==> config.mk <==
export PLATFORM = sky130hd
export DESIGN_NAME = sp8_shifter
export DESIGN_NICKNAME = d
export VERILOG_FILES = /design/src/rtl/sp8_pkg.sv /design/src/rtl/sp8_stream_if.sv /design/src/rtl/sp8_pair_buf.sv /design/src/rtl/sp8_shifter.sv
export SDC_FILE = /design/constraint.sdc
export NUM_CORES = 1
export LEC_CHECK = 0
export BUFFER_PORTS_ARGS = -buffer_cell sky130_fd_sc_hd__buf_2
export CAP_MARGIN = 25
export CELL_PAD_IN_SITES_DETAIL_PLACEMENT = 2
export CELL_PAD_IN_SITES_GLOBAL_PLACEMENT = 2
export CORE_ASPECT_RATIO = 0.6
export CORE_UTILIZATION = 32
export DETAILED_ROUTE_END_ITERATION = 10
export HOLD_SLACK_MARGIN = 0.03
export PLACE_DENSITY_LB_ADDON = 0.1
export SLEW_MARGIN = 40
export SYNTH_ARGS = -nofsm -noshare
export SYNTH_HDL_FRONTEND = slang
export SYNTH_SLANG_ARGS = --single-unit
==> constraint.sdc <==
create_clock -name core_clk -period 1.29 [get_ports core_clk]
set_clock_uncertainty 0.05 [all_clocks]
set_input_delay 0.1935 -clock core_clk [delete_from_list [all_inputs] [get_ports core_clk]]
set_output_delay 0.1935 -clock core_clk [all_outputs]
set_load 0.005 [all_outputs]
==> src/rtl/sp8_pkg.sv <==
// Shared constants for the eight-stage serial-in, parallel-out shifter.
package sp8_pkg;

  // Default chain length and word width of the parallel outputs.
  localparam int STAGES = 8;

  // Number of pins that pass the three-flop synchroniser.
  localparam int PIN_CNT = 4;

  // Bit positions of the synchronised pins inside the pin vector.
  localparam int PIN_SCLK  = 0;
  localparam int PIN_SER_A = 1;
  localparam int PIN_SER_B = 2;
  localparam int PIN_CLR_N = 3;

  // Synchroniser reset value: shift clock and clear_n rest high.
  localparam logic [PIN_CNT-1:0] SYNC_RST = 4'h9;

  // Reset value of every storage stage.
  localparam logic [STAGES-1:0] STAGE_RST = 8'h00;

endpackage : sp8_pkg

==> src/rtl/sp8_stream_if.sv <==
// Valid/ready word carrier between the shifter core and its buffer.
interface sp8_stream_if #(
  parameter int W = 8
) ();
  logic         valid;
  logic         ready;
  logic [W-1:0] data;

  // The producer drives valid and data, the consumer answers with ready.
  modport src (output valid, output data, input ready);
  modport snk (input valid, input data, output ready);
endinterface : sp8_stream_if

==> src/rtl/sp8_pair_buf.sv <==
// Two-entry buffer: a registered output stage plus one skid entry.
module sp8_pair_buf #(
  parameter int W = 8
) (
  input  wire logic    core_clk,
  input  wire logic    reset,
  sp8_stream_if.snk    in_if,
  sp8_stream_if.src    out_if
);

  typedef struct packed {
    logic         out_v;
    logic [W-1:0] out_d;
    logic         skid_v;
    logic [W-1:0] skid_d;
  } sp8_buf_s;

  sp8_buf_s buf_reg;
  sp8_buf_s buf_next;
  logic     push;

  // Ready depends only on the skid flop, so it never loops back to valid.
  assign in_if.ready  = ~buf_reg.skid_v;
  assign out_if.valid = buf_reg.out_v;
  assign out_if.data  = buf_reg.out_d;

  // The skid entry catches a word while the output stage is stalled.
  always_comb begin
    buf_next = buf_reg;
    push     = in_if.valid & ~buf_reg.skid_v;
    if (!buf_reg.out_v || out_if.ready) begin
      if (buf_reg.skid_v) begin
        buf_next.out_v  = 1'b1;
        buf_next.out_d  = buf_reg.skid_d;
        buf_next.skid_v = 1'b0;
      end else begin
        buf_next.out_v = push;
        if (push) begin
          buf_next.out_d = in_if.data;
        end
      end
    end else if (push) begin
      buf_next.skid_v = 1'b1;
      buf_next.skid_d = in_if.data;
    end
  end

  // All buffer state registers here.
  always_ff @(posedge core_clk) begin
    if (reset) begin
      buf_reg <= '0;
    end else begin
      buf_reg <= buf_next;
    end
  end

  // A stalled output word must stay put until it is taken.
  property p_out_hold;
    @(posedge core_clk) disable iff (reset)
      out_if.valid && !out_if.ready |=> out_if.valid && $stable(out_if.data);
  endproperty
  a_out_hold: assert property (p_out_hold)
    else $error("Stalled buffer word changed.");

endmodule : sp8_pair_buf

==> src/rtl/sp8_shifter.sv <==
// Eight-stage serial-in, parallel-out shifter with buffered word stream.
// What this block does
// - Eight chained stages take serial data and show all stages in parallel.
// - Contents advance one stage only on a shift clock rise with clear high.
// - Clear low forces all stages and parallel outputs to zero regardless of inputs.
// - First stage loads one only when both serial inputs are high.
// - Each later stage takes its predecessor's old value; last one drops out.
module sp8_shifter #(
  parameter int STAGES = sp8_pkg::STAGES
) (
  input  wire logic              core_clk,
  input  wire logic              reset,
  input  wire logic              shift_clk_pin,
  input  wire logic              serial_a,
  input  wire logic              serial_b,
  input  wire logic              clear_n,
  output logic                   stage_out_first,
  output logic [STAGES-2:0]      stage_outs_later,
  output logic                   space_ok,
  output logic                   overrun,
  output logic                   word_valid,
  input  wire logic              word_ready,
  output logic [STAGES-1:0]      word_data
);

  typedef struct packed {
    logic [sp8_pkg::PIN_CNT-1:0] s1;
    logic [sp8_pkg::PIN_CNT-1:0] s2;
    logic [sp8_pkg::PIN_CNT-1:0] s3;
    logic [sp8_pkg::PIN_CNT-1:0] stable;
    logic [STAGES-1:0]           stages;
    logic                        push_v;
    logic [STAGES-1:0]           push_d;
    logic                        overrun;
  } sp8_core_s;

  localparam sp8_core_s CORE_RST = '{
    s1:      sp8_pkg::SYNC_RST,
    s2:      sp8_pkg::SYNC_RST,
    s3:      sp8_pkg::SYNC_RST,
    stable:  sp8_pkg::SYNC_RST,
    stages:  STAGES'(sp8_pkg::STAGE_RST),
    push_v:  1'b0,
    push_d:  STAGES'(sp8_pkg::STAGE_RST),
    overrun: 1'b0
  };

  sp8_core_s                   core_reg;
  sp8_core_s                   core_next;
  logic [sp8_pkg::PIN_CNT-1:0] pins;
  logic                        rise;
  logic                        clr_active;
  logic                        lost;

  sp8_stream_if #(.W(STAGES)) push_if ();
  sp8_stream_if #(.W(STAGES)) pop_if ();

  // Pin vector in the order the package names the bit positions.
  assign pins = {clear_n, serial_b, serial_a, shift_clk_pin};

  // The buffer hides a short receiver stall; a longer one shows as overrun.
  sp8_pair_buf #(.W(STAGES)) sp8_pair_buf_i (
    .core_clk (core_clk),
    .reset    (reset),
    .in_if    (push_if),
    .out_if   (pop_if)
  );

  assign push_if.valid = core_reg.push_v;
  assign push_if.data  = core_reg.push_d;
  assign pop_if.ready  = word_ready;

  // Every output below is a flop of this module or of the buffer.
  assign stage_out_first  = core_reg.stages[0];
  assign stage_outs_later = core_reg.stages[STAGES-1:1];
  assign space_ok         = push_if.ready;
  assign overrun          = core_reg.overrun;
  assign word_valid       = pop_if.valid;
  assign word_data        = pop_if.data;

  // Next-state logic for the whole core.
  // A pin counts as changed once the second and third flops agree, so a
  // glitch shorter than one core clock never reaches the chain. The price
  // is that clear takes effect about four core clocks after the pin falls.
  always_comb begin
    core_next    = core_reg;
    core_next.s1 = pins;
    core_next.s2 = core_reg.s1;
    core_next.s3 = core_reg.s2;
    for (int i = 0; i < sp8_pkg::PIN_CNT; i++) begin
      if (core_reg.s2[i] == core_reg.s3[i]) begin
        core_next.stable[i] = core_reg.s3[i];
      end
    end
    rise       = core_next.stable[sp8_pkg::PIN_SCLK] &
                 ~core_reg.stable[sp8_pkg::PIN_SCLK];
    clr_active = ~core_next.stable[sp8_pkg::PIN_CLR_N];
    lost       = core_reg.push_v & ~push_if.ready;
    core_next.push_v = 1'b0;
    if (clr_active) begin
      core_next.stages = '0;
    end else if (rise) begin
      core_next.stages = {core_reg.stages[STAGES-2:0],
                          core_next.stable[sp8_pkg::PIN_SER_A] &
                          core_next.stable[sp8_pkg::PIN_SER_B]};
      core_next.push_v = 1'b1;
      core_next.push_d = {core_reg.stages[STAGES-2:0],
                          core_next.stable[sp8_pkg::PIN_SER_A] &
                          core_next.stable[sp8_pkg::PIN_SER_B]};
    end
    // Without a rise the stages simply hold, zero after a clear.
    // A lost word sets overrun even in the cycle that clear is seen.
    if (clr_active) begin
      core_next.overrun = 1'b0;
    end
    if (lost) begin
      core_next.overrun = 1'b1;
    end
  end

  // All core state registers here.
  always_ff @(posedge core_clk) begin
    if (reset) begin
      core_reg <= CORE_RST;
    end else begin
      core_reg <= core_next;
    end
  end

  // A word pushed into an empty buffer shows one cycle later and equals
  // the parallel outputs of the shift that produced it.
  property p_word_matches;
    @(posedge core_clk) disable iff (reset)
      core_reg.push_v && !word_valid |=> word_valid &&
        word_data == $past({stage_outs_later, stage_out_first});
  endproperty
  a_word_matches: assert property (p_word_matches)
    else $error("Pushed word differs from the parallel outputs.");

  // Without a shift and with clear released the stages do not move.
  property p_hold_no_rise;
    @(posedge core_clk) disable iff (reset)
      core_reg.stable[sp8_pkg::PIN_CLR_N] && !core_reg.push_v
        |-> core_reg.stages == $past(core_reg.stages);
  endproperty
  a_hold_no_rise: assert property (p_hold_no_rise)
    else $error("Stages changed without a shift clock rise.");

  // A rise of the filtered shift clock shows the shift in the same cycle.
  property p_rise_shifts;
    @(posedge core_clk) disable iff (reset)
      $rose(core_reg.stable[sp8_pkg::PIN_SCLK]) &&
        core_reg.stable[sp8_pkg::PIN_CLR_N] |-> core_reg.push_v;
  endproperty
  a_rise_shifts: assert property (p_rise_shifts)
    else $error("Shift clock rise did not shift the chain.");

  // While clear is seen low every stage reads zero.
  property p_clear_zero;
    @(posedge core_clk) disable iff (reset)
      !core_reg.stable[sp8_pkg::PIN_CLR_N] |-> core_reg.stages == '0;
  endproperty
  a_clear_zero: assert property (p_clear_zero)
    else $error("A stage is set while clear is active.");

  // A clear pin low for four cycles shows as zero stages one edge later,
  // since the filtered level and the stages update on the fourth edge.
  property p_clear_latency;
    @(posedge core_clk) disable iff (reset)
      !clear_n [*4] |=> core_reg.stages == '0;
  endproperty
  a_clear_latency: assert property (p_clear_latency)
    else $error("Clear pin did not zero the stages in time.");

  // The first stage takes the AND of both serial inputs.
  property p_first_and;
    @(posedge core_clk) disable iff (reset)
      core_reg.push_v |-> core_reg.stages[0] ==
        (core_reg.stable[sp8_pkg::PIN_SER_A] &
         core_reg.stable[sp8_pkg::PIN_SER_B]);
  endproperty
  a_first_and: assert property (p_first_and)
    else $error("First stage does not hold the AND of the serial inputs.");

  // Later stages take the old value of their predecessor.
  property p_chain_moves;
    @(posedge core_clk) disable iff (reset)
      core_reg.push_v |-> core_reg.stages[STAGES-1:1] ==
        $past(core_reg.stages[STAGES-2:0]);
  endproperty
  a_chain_moves: assert property (p_chain_moves)
    else $error("Chain did not move by exactly one stage.");

  // Clear release leaves the chain at zero until a shift happens.
  property p_release_zero;
    @(posedge core_clk) disable iff (reset)
      $rose(core_reg.stable[sp8_pkg::PIN_CLR_N]) && !core_reg.push_v
        |-> core_reg.stages == '0;
  endproperty
  a_release_zero: assert property (p_release_zero)
    else $error("Stages not zero after clear release.");

  // Main scenarios worth seeing in simulation.
  property p_cov_shift_one;
    @(posedge core_clk) disable iff (reset)
      core_reg.push_v && core_reg.stages[0];
  endproperty
  c_cov_shift_one: cover property (p_cov_shift_one);

  property p_cov_clear;
    @(posedge core_clk) disable iff (reset)
      $fell(core_reg.stable[sp8_pkg::PIN_CLR_N]) && core_reg.stages == '0;
  endproperty
  c_cov_clear: cover property (p_cov_clear);

  property p_cov_full;
    @(posedge core_clk) disable iff (reset)
      !push_if.ready && word_valid && !word_ready;
  endproperty
  c_cov_full: cover property (p_cov_full);

  property p_cov_overrun;
    @(posedge core_clk) disable iff (reset)
      $rose(core_reg.overrun);
  endproperty
  c_cov_overrun: cover property (p_cov_overrun);

endmodule : sp8_shifter

==> flow_summary.ini <==
[layout]
syn2layout_area_growth_pct = 15.1
fin_area_mm2 = 0.00242
largest_reg_flops = 9
drive_gt1_frac = 0.323
fin_util = 0.390
num_antenna_cells = 0
nets = 241

[place]
hpwl_um = 3680
io_buffers = 25
gp_congestion = 0.735
place_area_mm2 = 0.00226

[route]
wl_um = 5300
via_per_inst = 4.79
drc = 0
vias = 1528
drt_iter0_drc = 25
first_pass_iters = 4
ant_nets = 0
wire_per_inst_um = 16.6

[setup_path]
endpoint_kind = register
path_class = reg2reg
arrival_ns = 1.44
cp_slowest_cell = dfxtp_2
crit_fanout = 8
worstSetupStartpointType = register
critPathRequiredTime_ns = 1.44
path_cells = and4bb_1 > buf_12 > mux2i_2 > nor2_1
max_stage_delay_ns = 0.36

[global_route]
overflow = 0
grt_pass1_wl_um = 8560
grt_start_max_net_pins = 18
grt_use_total = 0.165
antenna_found_initial = 0
grt_pass1_vias = 1689

[sta]
setup_slack_ns = -0.00396
hold_violations = 0
rsz0062_at_grt = yes
fin_crit_ns = 1.29
fin_setup_tns_ns = -0.00396
max_slew_margin = 0.790
post-route-period-util = 1.00
slew_violations = 0
tightest_slew_ns = 0.314
whs_ns = 0.0387
finalSetupViolCount = 1
fmax_mhz = 773

[yosys]
yosysTopAreaCell = dfxtp_1
synth_seq_area_share = 0.494
synthCells = 212
yosys_warnings = 0
synthXorXnorAreaFrac = 0
synth.area.top_cells = dfxtp_1, mux2i_1, a21oi_1
synthMuxAreaShare = 0.0808
yosys_register_bits = 52
postSynthAreaPerCell_um2 = 9.94
synthDistinctLibCells = 34
synth_nets = 219
synth-adder-area-share = 0.00534
synth_compound_area_frac = 0.171
synth-simple-area-share = 0.150
synth.top_cell.area_share = 0.494
synth_top_family_by_area = compound AO/OA/AOI/OAI gates
synth.cell_area_mm2 = 0.00211

[floorplan]
initial_core_util = 0.339
coreArea_mm2 = 0.00622
dieArea_mm2 = 0.00692
ios = 26
die_h_um = 64.9
die_x_um = 107
row_count = 22

[power]
leakagePower_nw = 0.898
p_per_area_mw_per_mm2 = 1100
power_mw = 2.68
peakVddDrop_mv = 0.377

[clock_tree]
clkLatencyLatePin_ns = 0.31
clk_pin_slew_ns = 0.09
cts_buffers = 5
cts_root_buffer = clkbuf_8
cts_buffer_depth = 2
cts_sinks = 52
cts_tree = yes
htree_levels = 2

[job]
drv_cap = 0

[run_status]
outcome = complete, but fails checks
violations = negative setup slack

[worst_hold_path]
holdCritPathClass = in2reg
-- cells in the mapped netlist --
cell type and count:
nand3b_1 1, o22ai_1 1, buf_6 3, buf_2 7, o21ai_0 2, o22a_1 1, nor3_1 1, and3b_1 1
a21oi_1 25, nor2_1 10, and2_4 1, a21oi_2 2, mux2i_1 17, dfxtp_1 52, buf_1 1, or2_2 2
and4bb_1 1, or2_1 6, a21bo_2 2, nand3_1 7, a21o_1 2, maj3_2 1, a21bo_1 5, nor2b_1 7
nand4_1 1, nand2b_1 3, o21bai_1 1, clkbuf_1 4, buf_4 15, nand2_1 18, a211oi_2 8, and2_1 1
nand4b_1 1, inv_1 2
-- cell families after synthesis --
kind of cell             after synthesis
flip-flops                            52
multiplexers                          17
adder cells (fa/ha/maj)                1
AND/OR/NAND/NOR                       61
buffers and inverters                 32
AO/OA/AOI/OAI                         49
-- worst max-delay path: cells and delay by family (launching register included) --
kind	cells	cell delay (ns)
buffers and inverters	1	0.15
flip-flops	1	0.36
AND/OR/NAND/NOR	2	0.37
multiplexers	1	0.26
-- routing by layer --
metal	global-route usage	part of all wire	up-vias
met1	0.204	0.50	750
met5	0	0	-
li1	-	-	751
met2	0.278	0.46	20
met3	0.0402	0.026	7
met4	0.0668	0.013	0
-- per-stage QoR --
step	setup WS [ns]	instances
after CTS	0.00331	316
after global placement	0.0643	306
after global routing	-0.0665	319
after detailed placement	-0.0158	306
after floorplan	0.0676	212
final	-0.00396	319
-- placed cells by master (no fill, tap or decap), drive strengths merged, types with 3 or more instances in the layout --
cell,n
nand2b,3
dfxtp,52
nand2,18
a21oi,27
mux2i,17
nor2,10
maj3,3
or2,8
nand3,7
a211oi,8
clkbuf,6
a21bo,7
nor2b,7
buf,41
-- final timing paths --
check	cells after the start	startpoint	slack, ns	endpoint
max	4	sp8_pair_buf_i.buf_reg[8]	-0.004	sp8_pair_buf_i.buf_reg[3]
min	2	serial_a	0.04	core_next[27]
max reg2reg	4	sp8_pair_buf_i.buf_reg[8]	-0.004	sp8_pair_buf_i.buf_reg[3]
min reg2reg	1	core_next[29]	0.37	core_next[25]
-- power breakdown --
part,internal [mW],switching [mW],total (mW)
clock network,0.429,0.538,0.967
registers,1.62,0.0115,1.63
logic,0.0353,0.0432,0.0785
total,2.09,0.593,2.68
-- cell type report --
cell class,instances,area (um^2)
flip-flops and latches,52,1050
clock buffers,6,82.6
well taps,84,105
inverters,2,7.51
fillers,716,3800
repair buffers,43,282
multi-input cells,130,888
clock inverters,2,10.0
-- what timing repair did --
action                                  CTS  global route
buffers inserted                          0             1
pin swaps                                 0             1
cloned                                    0             2
endpoints found under the setup margin   11            19
endpoints found under the hold margin     2             0
hold buffers                              2             0
gates resized for setup                   4             7
No activity file was read; power rests on OpenSTA's default activity.
